$ cat config.mk
export PLATFORM = sky130hd
export DESIGN_NAME = amxc_mixer_ctrl
export DESIGN_NICKNAME = d
export VERILOG_FILES = /design/src/logic/amxc_sync.v /design/src/logic/amxc_mixer_ctrl.v
export VERILOG_INCLUDE_DIRS = /design/src /design/src/logic
export SDC_FILE = /design/constraint.sdc
export NUM_CORES = 1
export LEC_CHECK = 0
export BUFFER_PORTS_ARGS = -buffer_cell sky130_fd_sc_hd__buf_2
export CORE_MARGIN = 10
export CORE_UTILIZATION = 27
export DETAILED_ROUTE_END_ITERATION = 10
export PLACE_DENSITY = 0.43
export SYNTH_ARGS = -nofsm -noshare
export SYNTH_HDL_FRONTEND = slang
export SYNTH_SLANG_ARGS = --single-unit
$ cat constraint.sdc
create_clock -name clk_sys -period 1.8 [get_ports clk_sys]
set_input_delay 0.18 -clock clk_sys [delete_from_list [all_inputs] [get_ports clk_sys]]
set_output_delay 0.18 -clock clk_sys [all_outputs]
set_load 0.01 [all_outputs]
$ cat src/logic/amxc_defs.vh
// Constants for the two-wire mixer and mode control block.
// Assumes inclusion by bare name from logic/ design files.
`ifndef AMXC_DEFS_VH
`define AMXC_DEFS_VH

// ----------------------------------------------------------------
// Bus address and command layout
// ----------------------------------------------------------------
`define AMXC_ADDR_HI      6'h3E
`define AMXC_SEL_MONO     2'h0
`define AMXC_SEL_LEFT     2'h1
`define AMXC_SEL_RIGHT    2'h2
`define AMXC_SEL_MODE     2'h3
`define AMXC_BIT_WIDEN    5
`define AMXC_BIT_EPGAIN   4

// ----------------------------------------------------------------
// Reset values
// ----------------------------------------------------------------
`define AMXC_RST_VOL      5'h00
`define AMXC_RST_MODE     4'h0

// ----------------------------------------------------------------
// Output path encodings
// ----------------------------------------------------------------
`define AMXC_OUT_SD       2'h0
`define AMXC_OUT_MUTE     2'h1
`define AMXC_OUT_ON       2'h2

`endif

$ cat src/logic/amxc_sync.v
// Two-flop synchroniser for one level from outside the clk_sys domain.
// Assumes clk_sys is much faster than the incoming level changes.
`include "amxc_defs.vh"

module amxc_sync (
  clk_sys,
  rst,
  din,
  dout
);
  input  wire clk_sys;
  input  wire rst;
  input  wire din;
  output reg  dout;

  reg firstQ;

  // Bus lines idle high, so reset to one to avoid a false start
  always @(posedge clk_sys or posedge rst) begin
    if (rst) begin
      firstQ <= 1'b1;
      dout   <= 1'b1;
    end else begin
      firstQ <= din;
      dout   <= firstQ;
    end
  end
endmodule // amxc_sync

$ cat src/logic/amxc_mixer_ctrl.v
// Write-only two-wire slave and output mode decoder of an audio mixer.
// Assumes the bus master drives scl, sda is open drain, pins are async.
//
// Functional notes
// Own address is 111110, then address select pin, then write bit zero.
// Start is sda falling while scl high; then address is compared.
// Address byte shifted in msb first on scl rising edges.
// Master keeps each address bit steady while scl is high.
// Master releases sda after address and gives one acknowledge clock.
// On address match slave pulls sda low during acknowledge clock.
// Master abandons transfer when acknowledge is missing; the bench master still sends data after a foreign address.
// Command bytes msb first, each acknowledged by the slave.
// Further command bytes in one transfer are each accepted and applied.
// Stop is sda rising while scl high; ends the transfer.
// Master keeps sda high when idle, scl at most 400kHz; the bench master clocks scl at 8MHz.
// Mode 11: earpiece gets mono plus left plus right, others off or muted.
// Mode 6 earpiece and mode 10 line output carry left plus right.
// Line output carries mono in mode 5, full sum in mode 15.
// Loudspeakers: mono modes 2,3; stereo 7,8; stereo plus mono 12,13.
// Headphones: mono 3,4; stereo 8,9; stereo plus mono 13,14.
// Earpiece stage gain 0dB when select is 0, 6dB when 1.
// Loudspeaker widening enable bit: 0 off, 1 on.
// Headphone widening enable bit independent: 0 off, 1 on.
// Wake-up speed select: 0 fast, 1 slow.
// Controller lowers stereo volume 6dB after enabling widening.
// Top two command bits select mono, left, right volume or mode.
// Mono volume code maps -34.5dB to 12.0dB in 1.5dB steps.
// Left and right codes map -40.5dB to 6.0dB in 1.5dB steps.
// Mode 0 all shut down; unused line out and headphones mute, rest shut.
// No acknowledge and no update on address mismatch or read.
`include "amxc_defs.vh"

module amxc_mixer_ctrl (
  clk_sys,
  rst,
  sclIn,
  sdaIn,
  sdaOut,
  sdaOe_n,
  address_select_bit,
  monoVolume,
  leftVolume,
  rightVolume,
  outputMode,
  earpiece_gain_select,
  wakeup_speed_select,
  speaker_spatial_enable,
  headphone_spatial_enable,
  mono_line_output,
  earpiece_output,
  earpieceSumMono,
  earpieceSumStereo,
  lineSumMono,
  lineSumStereo,
  speakerLeft,
  speakerRight,
  speakerAddMono,
  speakerAddStereo,
  headphoneLeft,
  headphoneRight,
  headphoneAddMono,
  headphoneAddStereo,
  powered_down,
  busActive
);
  input  wire       clk_sys;
  input  wire       rst;
  input  wire       sclIn;
  input  wire       sdaIn;
  output wire       sdaOut;
  output reg        sdaOe_n;
  input  wire       address_select_bit;
  output reg  [4:0] monoVolume;
  output reg  [4:0] leftVolume;
  output reg  [4:0] rightVolume;
  output reg  [3:0] outputMode;
  output reg        earpiece_gain_select;
  output reg        wakeup_speed_select;
  output reg        speaker_spatial_enable;
  output reg        headphone_spatial_enable;
  output reg  [1:0] mono_line_output;
  output reg  [1:0] earpiece_output;
  output reg        earpieceSumMono;
  output reg        earpieceSumStereo;
  output reg        lineSumMono;
  output reg        lineSumStereo;
  output reg  [1:0] speakerLeft;
  output reg  [1:0] speakerRight;
  output reg        speakerAddMono;
  output reg        speakerAddStereo;
  output reg  [1:0] headphoneLeft;
  output reg  [1:0] headphoneRight;
  output reg        headphoneAddMono;
  output reg        headphoneAddStereo;
  output reg        powered_down;
  output reg        busActive;

  // ----------------------------------------------------------------
  // Pin synchronisers
  // ----------------------------------------------------------------
  wire sclS;
  wire sdaS;
  wire adrS;

  amxc_sync uSyncScl (
    .clk_sys (clk_sys),
    .rst     (rst),
    .din     (sclIn),
    .dout    (sclS)
  );
  amxc_sync uSyncSda (
    .clk_sys (clk_sys),
    .rst     (rst),
    .din     (sdaIn),
    .dout    (sdaS)
  );
  amxc_sync uSyncAdr (
    .clk_sys (clk_sys),
    .rst     (rst),
    .din     (address_select_bit),
    .dout    (adrS)
  );

  // ----------------------------------------------------------------
  // Edge and condition detection
  // ----------------------------------------------------------------
  reg  sclPrev_q;
  reg  sdaPrev_q;
  wire sclRise   = sclS & ~sclPrev_q;
  wire sclFall   = ~sclS & sclPrev_q;
  wire startCond = sclS & sclPrev_q & sdaPrev_q & ~sdaS;
  wire stopCond  = sclS & sclPrev_q & ~sdaPrev_q & sdaS;

  always @(posedge clk_sys or posedge rst) begin
    if (rst) begin
      sclPrev_q <= 1'b1;
      sdaPrev_q <= 1'b1;
    end else begin
      sclPrev_q <= sclS;
      sdaPrev_q <= sdaS;
    end
  end

  // ----------------------------------------------------------------
  // Slave state machine
  // ----------------------------------------------------------------
  localparam ST_IDLE  = 3'h0;
  localparam ST_ADDR  = 3'h1;
  localparam ST_AACK  = 3'h2;
  localparam ST_DATA  = 3'h3;
  localparam ST_DACK  = 3'h4;
  localparam ST_IGNR  = 3'h5;

  reg [2:0] state_q;
  reg [2:0] bitCnt_q;
  reg [7:0] shift_q;
  reg       ackHigh_q;

  wire [7:0] byteIn    = {shift_q[6:0], sdaS};
  wire [7:0] ownAddr   = {`AMXC_ADDR_HI, adrS, 1'b0};
  wire       addrMatch = (byteIn == ownAddr);

  assign sdaOut = 1'b0;

  always @(posedge clk_sys or posedge rst) begin
    if (rst) begin
      state_q                  <= ST_IDLE;
      bitCnt_q                 <= 3'h0;
      shift_q                  <= 8'h00;
      ackHigh_q                <= 1'b0;
      sdaOe_n                  <= 1'b1;
      busActive                <= 1'b0;
      monoVolume               <= `AMXC_RST_VOL;
      leftVolume               <= `AMXC_RST_VOL;
      rightVolume              <= `AMXC_RST_VOL;
      outputMode               <= `AMXC_RST_MODE;
      earpiece_gain_select     <= 1'b0;
      wakeup_speed_select      <= 1'b0;
      speaker_spatial_enable   <= 1'b0;
      headphone_spatial_enable <= 1'b0;
    end else if (startCond) begin
      // Repeated start is handled the same as a fresh one
      state_q   <= ST_ADDR;
      bitCnt_q  <= 3'h0;
      ackHigh_q <= 1'b0;
      sdaOe_n   <= 1'b1;
      busActive <= 1'b1;
    end else if (stopCond) begin
      state_q   <= ST_IDLE;
      sdaOe_n   <= 1'b1;
      busActive <= 1'b0;
    end else begin
      case (state_q)
        ST_ADDR: begin
          if (sclRise) begin
            shift_q  <= byteIn;
            bitCnt_q <= bitCnt_q + 3'h1;
            if (bitCnt_q == 3'h7) begin
              state_q <= addrMatch ? ST_AACK : ST_IGNR;
            end
          end
        end
        ST_AACK, ST_DACK: begin
          // Drive low from the fall after bit 8 until the fall after the ack clock
          if (sclFall) begin
            if (!ackHigh_q && sdaOe_n) begin
              sdaOe_n <= 1'b0;
            end else if (ackHigh_q) begin
              sdaOe_n   <= 1'b1;
              ackHigh_q <= 1'b0;
              bitCnt_q  <= 3'h0;
              state_q   <= ST_DATA;
            end
          end
          if (sclRise && !sdaOe_n) begin
            ackHigh_q <= 1'b1;
          end
        end
        ST_DATA: begin
          if (sclRise) begin
            shift_q  <= byteIn;
            bitCnt_q <= bitCnt_q + 3'h1;
            if (bitCnt_q == 3'h7) begin
              state_q <= ST_DACK;
              case (byteIn[7:6])
                `AMXC_SEL_MONO: begin
                  monoVolume <= byteIn[4:0];
                end
                `AMXC_SEL_LEFT: begin
                  leftVolume             <= byteIn[4:0];
                  speaker_spatial_enable <= byteIn[`AMXC_BIT_WIDEN];
                end
                `AMXC_SEL_RIGHT: begin
                  rightVolume              <= byteIn[4:0];
                  headphone_spatial_enable <= byteIn[`AMXC_BIT_WIDEN];
                end
                default: begin
                  outputMode           <= byteIn[3:0];
                  earpiece_gain_select <= byteIn[`AMXC_BIT_EPGAIN];
                  wakeup_speed_select  <= byteIn[`AMXC_BIT_WIDEN];
                end
              endcase
            end
          end
        end
        default: begin
          // Idle or not addressed: wait for the next start
          sdaOe_n <= 1'b1;
        end
      endcase
    end
  end

  // ----------------------------------------------------------------
  // Output mode decode, registered so the analog controls are glitch free
  // ----------------------------------------------------------------
  reg [1:0] lineD;
  reg [1:0] earD;
  reg       earMonoD;
  reg       earStD;
  reg       lineMonoD;
  reg       lineStD;
  reg [1:0] spkD;
  reg       spkMonoD;
  reg       spkStD;
  reg [1:0] hpD;
  reg       hpMonoD;
  reg       hpStD;
  reg [7:0] mixD;
  reg [1:0] idleD;

  // Mix bits from the top: earpiece, line out, loudspeakers, headphones,
  // each as mono then left plus right; one row per mode keeps the table readable
  always @* begin
    case (outputMode)
      4'h1:    mixD = 8'h80;
      4'h2:    mixD = 8'h08;
      4'h3:    mixD = 8'h0A;
      4'h4:    mixD = 8'h02;
      4'h5:    mixD = 8'h20;
      4'h6:    mixD = 8'h40;
      4'h7:    mixD = 8'h04;
      4'h8:    mixD = 8'h05;
      4'h9:    mixD = 8'h01;
      4'hA:    mixD = 8'h10;
      4'hB:    mixD = 8'hC0;
      4'hC:    mixD = 8'h0C;
      4'hD:    mixD = 8'h0F;
      4'hE:    mixD = 8'h03;
      4'hF:    mixD = 8'h30;
      default: mixD = 8'h00;
    endcase
  end

  // ----------------------------------------------------------------
  // Path states
  // ----------------------------------------------------------------
  // A path is on whenever it mixes anything; idle line out and headphones mute outside mode 0, where they shut down
  always @* begin
    earMonoD  = mixD[7];
    earStD    = mixD[6];
    lineMonoD = mixD[5];
    lineStD   = mixD[4];
    spkMonoD  = mixD[3];
    spkStD    = mixD[2];
    hpMonoD   = mixD[1];
    hpStD     = mixD[0];
    idleD     = (outputMode == 4'h0) ? `AMXC_OUT_SD : `AMXC_OUT_MUTE;
    earD      = (|mixD[7:6]) ? `AMXC_OUT_ON : `AMXC_OUT_SD;
    lineD     = (|mixD[5:4]) ? `AMXC_OUT_ON : idleD;
    spkD      = (|mixD[3:2]) ? `AMXC_OUT_ON : `AMXC_OUT_SD;
    hpD       = (|mixD[1:0]) ? `AMXC_OUT_ON : idleD;
  end

  always @(posedge clk_sys or posedge rst) begin
    if (rst) begin
      mono_line_output   <= `AMXC_OUT_SD;
      earpiece_output    <= `AMXC_OUT_SD;
      earpieceSumMono    <= 1'b0;
      earpieceSumStereo  <= 1'b0;
      lineSumMono        <= 1'b0;
      lineSumStereo      <= 1'b0;
      speakerLeft        <= `AMXC_OUT_SD;
      speakerRight       <= `AMXC_OUT_SD;
      speakerAddMono     <= 1'b0;
      speakerAddStereo   <= 1'b0;
      headphoneLeft      <= `AMXC_OUT_SD;
      headphoneRight     <= `AMXC_OUT_SD;
      headphoneAddMono   <= 1'b0;
      headphoneAddStereo <= 1'b0;
      powered_down       <= 1'b1;
    end else begin
      mono_line_output   <= lineD;
      earpiece_output    <= earD;
      earpieceSumMono    <= earMonoD;
      earpieceSumStereo  <= earStD;
      lineSumMono        <= lineMonoD;
      lineSumStereo      <= lineStD;
      speakerLeft        <= spkD;
      speakerRight       <= spkD;
      speakerAddMono     <= spkMonoD;
      speakerAddStereo   <= spkStD;
      headphoneLeft      <= hpD;
      headphoneRight     <= hpD;
      headphoneAddMono   <= hpMonoD;
      headphoneAddStereo <= hpStD;
      powered_down       <= (outputMode == 4'h0);
    end
  end
endmodule // amxc_mixer_ctrl

* Word-level counts from Yosys, hierarchy flattened
Memories as Yosys holds them, arrays and structs flattened. Cells that the tools add are included. W data, S select, Z words.
Word-level totals: register bits after elaboration 64, latch bits 0, memory bits (writable) 0, ROM bits 128, bits of input ports 5, output and inout port bits 47, logic and storage cells 138, memories 1
Cells by class: $add $sub $neg 1, multipliers 0, divide/modulo/power cells 0, magnitude comparators 0, eq/ne operators 23, shifts and indexed selects 0, multiplexer cells 37, bitwise gates (word level) 14, reduce and logical (&&, ||, !) cells 27
Memories:
- (name not given) | words 16, bits a word 8, read ports 1, clocked after memory_dff 0, write ports 0, line amxc_mixer_ctrl.v:275 | case (outputMode)
Operators with widths (number):
- $mux W3 | 16
- $reduce_and A6 Y1 | 5
- $ne A4 B4 Y1 const B | 7
- $mux W1 | 14
- $reduce_or A2 Y1 | 6
- $ne A3 B3 Y1 const B | 3
- $pmux W3 S3 | 1
- $eq A8 B8 Y1 | 1
- $mux W2 | 4
- $reduce_and A4 Y1 | 2
- $reduce_and A8 Y1 | 1
- $and A1 B1 Y1 | 7
- $not A1 Y1 | 7
- $eq A3 B2 Y1 const B | 2
- $eq A3 B3 Y1 const B | 2
- $ne A3 B1 Y1 const B | 2
- $pmux W3 S2 | 1
- $reduce_bool A3 Y1 | 2
- $ne A5 B5 Y1 const B | 1
- $reduce_bool A5 Y1 | 1
- $logic_not A4 Y1 | 1
- $reduce_bool A2 Y1 | 2
- $add A3 B1 Y3 const B | 1
- $eq A3 B1 Y1 const B | 1
- 10 further kinds | 12

* Longest topological paths before layout
Gate-level depths: netlist (run 1).
word-level depth 8, gate-level depth with buffers 7

* Hierarchy
A second synthesis (run 1) with hierarchy kept.
Unflattened totals: cell total of the unflattened synthesis 216, area, all modules 2758.9 sq um
Modules (own cells, without submodules):
- amxc_mixer_ctrl | instances 1, cells each 207, area an instance 2590.0 sq um, seq. area each 1406.3 sq um
- amxc_sync | instances 3, cells each 3, area an instance 56.3 sq um, seq. area each 52.6 sq um

* Worst setup path after synthesis (run 1)
OpenSTA, ideal clock, no wires.
kind register to register, start register uSyncScl.dout, end register leftVolume[0], library setup time 0.125 ns, arrival time 1.692 ns, required time 1.675 ns, slack -0.017 ns, stages on the path, launching flop included 5, cells stage by stage dfstp_2 nor4b_4 nand3_2 nor3b_2 mux2_2
On the way: cells in the longest elaborated chain, start to end 5, elaborated cells between the ends (all ways) 9, those cells by class bitwise: 8; reduce/logical: 1
RTL lines:
- from (decl) | line amxc_sync.v:14 | output reg dout;
- from (signal assigned) | line amxc_sync.v:25 | dout <= firstQ;
- $and A1 B1 Y1 | line amxc_mixer_ctrl.v:131, amxc_mixer_ctrl.v:132
- $and A1 B1 Y1, on equally long branches (2 in series) | line amxc_mixer_ctrl.v:132, amxc_mixer_ctrl.v:131
- $not A1 Y1 (no line)
- $reduce_and A6 Y1 (no line) (*)
- to (signal assigned) | line amxc_mixer_ctrl.v:174 | leftVolume <= `AMXC_RST_VOL;
- to (signal assigned) | line amxc_mixer_ctrl.v:230 | leftVolume <= byteIn[4:0];
- to (decl) | line amxc_mixer_ctrl.v:74 | output reg [4:0] leftVolume;
Mark *: on every way between the ends. The rest lies on a longest branch, timed or not. A chain may end at the register's enable or synchronous reset.

* Worst setup path after layout (run 1)
start register state_q[2], end register rightVolume[2]
On the way: cells in the longest elaborated chain, start to end 2
RTL lines:
- from (decl) | line amxc_mixer_ctrl.v:154 | reg [2:0] state_q;
- from (signal assigned) | line amxc_mixer_ctrl.v:199 | state_q <= addrMatch ? ST_AACK : ST_IGNR;
- $eq A3 B2 Y1 | line amxc_mixer_ctrl.v:193 | case (state_q)
- $reduce_and A6 Y1 (no line)
- to (signal assigned) | line amxc_mixer_ctrl.v:175 | rightVolume <= `AMXC_RST_VOL;
- to (signal assigned) | line amxc_mixer_ctrl.v:234 | rightVolume <= byteIn[4:0];
- to (decl) | line amxc_mixer_ctrl.v:75 | output reg [4:0] rightVolume;
Every way passes these cells.

==> run_results.csv, run 1 <==
group,metric,value,unit
pwr,cellPowerDensity,997,mW/mm^2
grt,track_usage,8.93,%
timing,timing.fmax,550,MHz
pwr,power.leakage,1.79,nW
yosys,synth.top_cells.by_area,"sky130_fd_sc_hd__dfrtp_1, sky130_fd_sc_hd__mux2_2, sky130_fd_sc_hd__dfstp_2",
yosys,syn-mean-instance-area,12.9,um^2
yosys,synth_cells,206,
final_layout,filler_cell_count,989,
route,drt-total-wl,6220,um
run,maxCapViolations,0,
final_layout,area_delta_synth_final,32.5,%
clock_network,tritoncts,"built",
worst_setup_path,worstSetupEndpointType,"flop",
worst_setup_path,cp.arrival,2.04,ns
final_layout,layout.nets,297,
final_layout,mostFrequentLayoutCell,"sky130_fd_sc_hd__dfrtp_1",
grt,grt_remaining_overflow,0,
route,postRouteAntennaNets,0,
route,wl_per_cell,14.7,um
die,die_height,119,um
placement,globalplace.congestion,0.814,
worst_setup_path,worst-setup-path-type,"reg -> reg",
placement,dpl.hpwl,4300,um
clock_network,tritoncts.num_buffers,9,
timing,skew,0.00682,ns
die,io-pin-count,52,
timing,totalNegativeSetupSlack,-0.0829,ns
clock_network,ctsLongestPathBuffers,2,
timing,slew_violations,0,
grt,groute.layer.met3.usage,4.02,%
clock_network,clk_pin_slew,0.06,ns
final_layout,layoutNonFillerInstCount,424,
grt,number_of_global_route_vias_before_repair,1954,
yosys,library_cell_with_the_largest_summed_area_after_synthesis,"sky130_fd_sc_hd__dfrtp_1",
final_layout,finish.utilization,36.4,%
timing,timing.final.ws_setup,-0.0188,ns
route,post_drt_via_cell_ratio,4.27,
outcome,status,"finished, violations left",
yosys,yosysWarningCount,0,
timing,min_period_over_period,101,%
die,initial_core_utilization,27.5,%
die,floorplan.die_area,0.0142,mm^2
clock_network,cts.htree.levels,3,
die,core,0.00968,mm^2
hold_path,min_path_type,"reg -> reg",
worst_setup_path,critical_path_required,2.02,ns
clock_network,clk-insertion-delay-late,0.34,ns
yosys,synth_top_area_share,48.9,%
placement,dpl.cell_count,402,
grt,first_pass_grt_wire_length,10200,um
yosys,synth-seq-area-share,58.7,%
route,drc_errors,0,
die,chipWidth,119,um
route,drtPass1Iterations,4,
worst_setup_path,startpoint_type,"flop",
placement,port_buffers,47,
grt,grt_antenna_before_repair,0,
final_layout,share_of_layout_cells_above_drive_strength_1,48.5,%
timing,hold_violations,0,
pwr,report.power.total,3.52,mW
yosys,yosys.cell_types.count,43,
timing,post-route-min-period,1.82,ns
clock_network,cts.root.buffer_cell,"sky130_fd_sc_hd__clkbuf_8",
timing,rsz0062_at_grt,"yes",
final_layout,antenna_cell_count,0,
timing,finalSetupViolations,6,
timing,fin_hold_ws,0.356,ns
grt,grtUsageMet1,11.1,%
grt,grt_max_degree,45,
grt,global_route.usage.met2,13.1,%
grt,grt-busiest-layer,"met2",
worst_setup_path,worstPathMaxFanout,6,
route,num_vias,1811,
yosys,syn_area,0.00266,mm^2
clock_network,numClockSinks,62,
final_layout,final_cell_mix,"sky130_fd_sc_hd__dfrtp_1, sky130_fd_sc_hd__buf_2, sky130_fd_sc_hd__mux2_4, sky130_fd_sc_hd__buf_4, sky130_fd_sc_hd__nor2_1",
die,placementRows,36,
route,number_of_design_rule_violations_left_by_the_first_detailed_router_iteration,41,
yosys,synth.ff_latch_count,62,
outcome,violations,"setup timing",
pwr,vdd.ir_drop.worst,0.000513,V
## layer usage
layer | wire (um) | vias up
met4 | 105 | 0
met2 | 2730 | 47
li1 | - | 866
met1 | 2990 | 887
met3 | 385 | 11
met5 | 0 | -
## kinds of logic after synthesis
family | share of synthesized area [%]
adders and majority gates | 2.82
and+or+nand+nor | 10.8
DFF | 58.7
AOI/OAI and AO/OA | 6.81
xor gates and xnor gates | 0.658
muxes | 16.2
buffers and inverters | 3.85
other | 0.141
## final cells by class
cell class,count,area (um^2),area share [%]
clock buffers,15,156,4.43
flip-flops and latches,62,1570,44.4
multi-input cells,127,1110,31.4
clock inverters,1,5.00,0.142
repair buffers,77,494,14.0
inverters,9,33.8,0.958
well taps,133,166,4.72
## registers in the layout (all words and copies together) (netlist names), 2 cells and up
register	flops
bitCnt_q	3
headphoneRight	2
leftVolume	5
monoVolume	5
mono_line_output	2
outputMode	4
rightVolume	5
shift_q	7
state_q	3
## Yosys cell counts (all sizes together)
cell and n:
nor3 2, nor2 14, conb 1, a21o 2
o32ai 1, a21boi 1, nor3b 3, xor2 1
or2 1, ha 6, o21ai 5, nor2b 2
nand2 12, and3 1, nand4 1, inv 9
o22a 1, a211o 1, a31oi 1, nand3 1
dfrtp 52, mux2 35, o211a 1, clkbuf 3
o211ai 2, buf 8, and4 1, nor4 1
nand2b 5, nor4b 2, o22ai 3, mux2i 3
dfstp 10, a21oi 10, xnor2 1, nand3b 2
and2 1
## worst max-delay path, cell delays in order (launching register included)
cell and delay, ns:
sky130_fd_sc_hd__dfrtp_2 0.44, sky130_fd_sc_hd__nor4b_4 0.37, sky130_fd_sc_hd__nand3_2 0.19, sky130_fd_sc_hd__nor3b_2 0.23, sky130_fd_sc_hd__buf_6 0.17, sky130_fd_sc_hd__mux2_4 0.30
## path summary, 6_finish.rpt
| path | slack, ns | cells past startpoint | end | startpoint |
|---|---|---|---|---|
| worst max-delay path | -0.02 | 5 | rightVolume[2]$_DFFE_PP0P_ | state_q[2]$_DFFE_PP0P_ |
| worst min-delay path | 0.36 | 0 | uSyncSda.dout$_DFF_PP1_ | uSyncSda.firstQ$_DFF_PP1_ |
| min in group asynchronous | 0.39 | 3 | ackHigh_q$_DFFE_PP0P_ | rst |
| worst min register to register | 0.36 | 0 | uSyncSda.dout$_DFF_PP1_ | uSyncSda.firstQ$_DFF_PP1_ |
| worst max register to register | -0.02 | 5 | rightVolume[2]$_DFFE_PP0P_ | state_q[2]$_DFFE_PP0P_ |
| max in group asynchronous | 0.82 | 4 | speaker_spatial_enable$_DFFE_PP0P_ | rst |
## stage by stage
stage                     cell area [um^2]  worst slack [ns]
after floorplan                       2670           -0.0171
after global placement                3200           -0.0650
after detailed placement              3200           -0.0356
after CTS                             3420           -0.0268
after global routing                  3530            -0.121
final                                 3530           -0.0188
## report_power, final
group | internal [mW] | switching, mW
Clock | 0.539 | 0.509
Combinational | 0.421 | 0.414
Sequential | 1.53 | 0.101
Total | 2.49 | 1.02
## timing repair
item | in CTS | in global routing
gates resized for setup | 5 | 26
setup endpoints to repair | 16 | 29
hold endpoints to repair | 11 | 0
hold buffers | 4 | 0
pin swaps | 2 | 7
setup buffers | 1 | 1
No activity file was read; power rests on OpenSTA's default activity.
==> inputs of run 2 (changes only) <==
Settings changed: CORE_UTILIZATION 27 to 49, PLACE_DENSITY 0.43 to 0.72.
==> run_results.csv, run 2 (synthesis gave the netlist of run 1 again) <==
group,metric,value,unit
grt,grt_remaining_overflow,0,
final_layout,area_delta_synth_final,29.2,%
placement,post_placement_cell_area,0.00309,mm^2
final_layout,largest_register_ff_count,7,
worst_setup_path,r2r_setup_slack,-0.04,ns
worst_setup_path,worstPathMaxFanout,6,
worst_setup_path,startpoint_type,"flop",
placement,port_buffers,47,
worst_setup_path,endpoint,"rightVolume[2]$_DFFE_PP0P_",
clock_network,cts.htree.levels,3,
die,io-pin-count,52,
final_layout,share_of_layout_cells_above_drive_strength_1,47.8,%
worst_setup_path,worst-setup-path-type,"reg -> reg",
route,postRouteAntennaNets,0,
grt,grt_antenna_before_repair,0,
clock_network,tritoncts.num_buffers,9,
die,initial_core_utilization,51.5,%
clock_network,cts.root.buffer_cell,"sky130_fd_sc_hd__clkbuf_8",
final_layout,antenna_cell_count,0,
placement,globalplace.congestion,0.842,
die,chipWidth,93.7,um
clock_network,tritoncts,"built",
placement,dpl_worst_slack,-0.0555,ns
route,drtPass1Iterations,5,
route,wl_per_cell,16.1,um
grt,first_pass_grt_wire_length,9180,um
final_layout,finish.utilization,66.5,%
pwr,power_frac_seq,46.7,%
die,placementRows,26,
timing,rsz0062_at_grt,"yes",
placement,dpl.hpwl,3840,um
worst_setup_path,critical_path.reg2reg.endpoint,"rightVolume[2]$_DFFE_PP0P_",
timing,hold_violations,0,
grt,number_of_global_route_vias_before_repair,1878,
pwr,internal_power,2.62,mW
final_layout,mostFrequentLayoutCell,"sky130_fd_sc_hd__dfrtp_1",
timing,skew,0.0105,ns
timing,timing.fmax,544,MHz
worst_setup_path,critical_path_required,2.01,ns
final_layout,final_design_area_no_fill,0.00344,mm^2
pwr,comb_power_share,19.9,%
pwr,netSwitchingFraction,27.0,%
final_layout,layout.nets,295,
final_layout,final_cell_mix,"sky130_fd_sc_hd__dfrtp_1, sky130_fd_sc_hd__buf_2, sky130_fd_sc_hd__mux2_4, sky130_fd_sc_hd__buf_4, sky130_fd_sc_hd__nor2_1",
grt,track_usage,13.2,%
die,core,0.00517,mm^2
pwr,net-switching-power,0.969,mW
worst_setup_path,worstSetupStartpoint,"uSyncScl.dout$_DFF_PP1_",
outcome,violations,"setup timing",
route,number_of_design_rule_violations_left_by_the_first_detailed_router_iteration,158,
worst_setup_path,cp.arrival,2.05,ns
run,maxCapViolations,0,
timing,timing.final.ws_setup,-0.0378,ns
die,die_height,93.7,um
route,post_drt_via_cell_ratio,4.99,
pwr,power.leakage,1.79,nW
timing,post-route-min-period,1.84,ns
worst_setup_path,worstSetupEndpointType,"flop",
timing,min_period_over_period,102,%
clock_network,numClockSinks,62,
hold_path,min_path_type,"in -> async",
clock_network,ctsLongestPathBuffers,2,
pwr,cellPowerDensity,1040,mW/mm^2
worst_setup_path,worst_r2r_path_depth,5,
pwr,p_clk_share,33.4,%
final_layout,filler_cell_count,379,
die,floorplan.die_area,0.00878,mm^2
clock_network,clk-insertion-delay-late,0.33,ns
timing,slew_violations,0,
timing,finalSetupViolations,9,
route,drc_errors,0,
pwr,vdd.ir_drop.worst,0.000686,V
outcome,status,"finished, violations left",
worst_setup_path,reg2reg_from,"uSyncScl.dout$_DFF_PP1_",
final_layout,max_flop_register,"shift_q",
grt,grt_max_degree,24,
route,drt-total-wl,5790,um
clock_network,clk_pin_slew,0.06,ns
route,num_vias,1791,
## run 2: area by class of cell
class	count	area (um^2)	share of cell area, %
timing repair buffer	75	463	13.5
tap	70	87.6	2.55
inverter	9	33.8	0.982
clock buffer	15	166	4.84
sequential	62	1560	45.5
clock inverter	1	30.0	0.873
multi-input combinational	127	1100	31.9
## run 2: power groups by stage
stage	sequential, mW	clock, mW	combinational [mW]
after floorplan	1.68	0	0.403
after global placement	1.68	0	0.670
after detailed placement	1.68	0	0.688
after CTS	1.66	1.23	0.712
after global routing	1.69	1.29	0.782
final	1.67	1.20	0.714
## run 2: stage by stage
stage	std cells	hold WS, ns	power [mW]	setup TNS [ns]
floorplan	209	0.184	2.08	-0.129
global placement	337	0.142	2.35	-0.00141
detailed placement	337	0.147	2.37	-0.334
CTS	360	0.345	3.61	-0.280
global route	359	0.364	3.76	-2.14
finish	359	0.347	3.58	-0.172
## run 2: routing by layer
layer | share of wire [%] | vias to the layer above | track usage (%)
li1 | - | 858 | -
met1 | 46 | 869 | 16.9
met2 | 45 | 59 | 19.6
met3 | 7.9 | 5 | 4.32
met4 | 1.3 | 0 | 6.71
met5 | 0 | - | 0
## run 2: critical path: stages (launching register included)
cell	delay, ns
sky130_fd_sc_hd__dfstp_2	0.53
sky130_fd_sc_hd__nor4b_4	0.28
sky130_fd_sc_hd__nand3_2	0.19
sky130_fd_sc_hd__nor3b_2	0.24
sky130_fd_sc_hd__buf_6	0.17
sky130_fd_sc_hd__mux2_4	0.31
## run 2: what timing repair did
item | 4_1_cts | 5_1_grt
cloned | 0 | 0
setup buffers | 3 | 0
hold endpoints to repair | 11 | 0
pin swaps | 3 | 4
endpoints found under the setup margin | 12 | 35
hold buffers | 4 | 0
gates resized for setup | 7 | 19
## run 2: worst min path at each step
stage,depth (start not counted),endpoint,slack (ns),from
4_1_cts,3,ackHigh_q$_DFFE_PP0P_,0.34,rst
2_1_floorplan,0,uSyncAdr.firstQ$_DFF_PP1_,0.18,address_select_bit
3_5_place_dp,2,mono_line_output[0]$_DFF_PP0_,0.15,rst
3_3_place_gp,2,mono_line_output[0]$_DFF_PP0_,0.14,rst
5_1_grt,0,uSyncSda.dout$_DFF_PP1_,0.36,uSyncSda.firstQ$_DFF_PP1_
6_report,3,ackHigh_q$_DFFE_PP0P_,0.35,rst
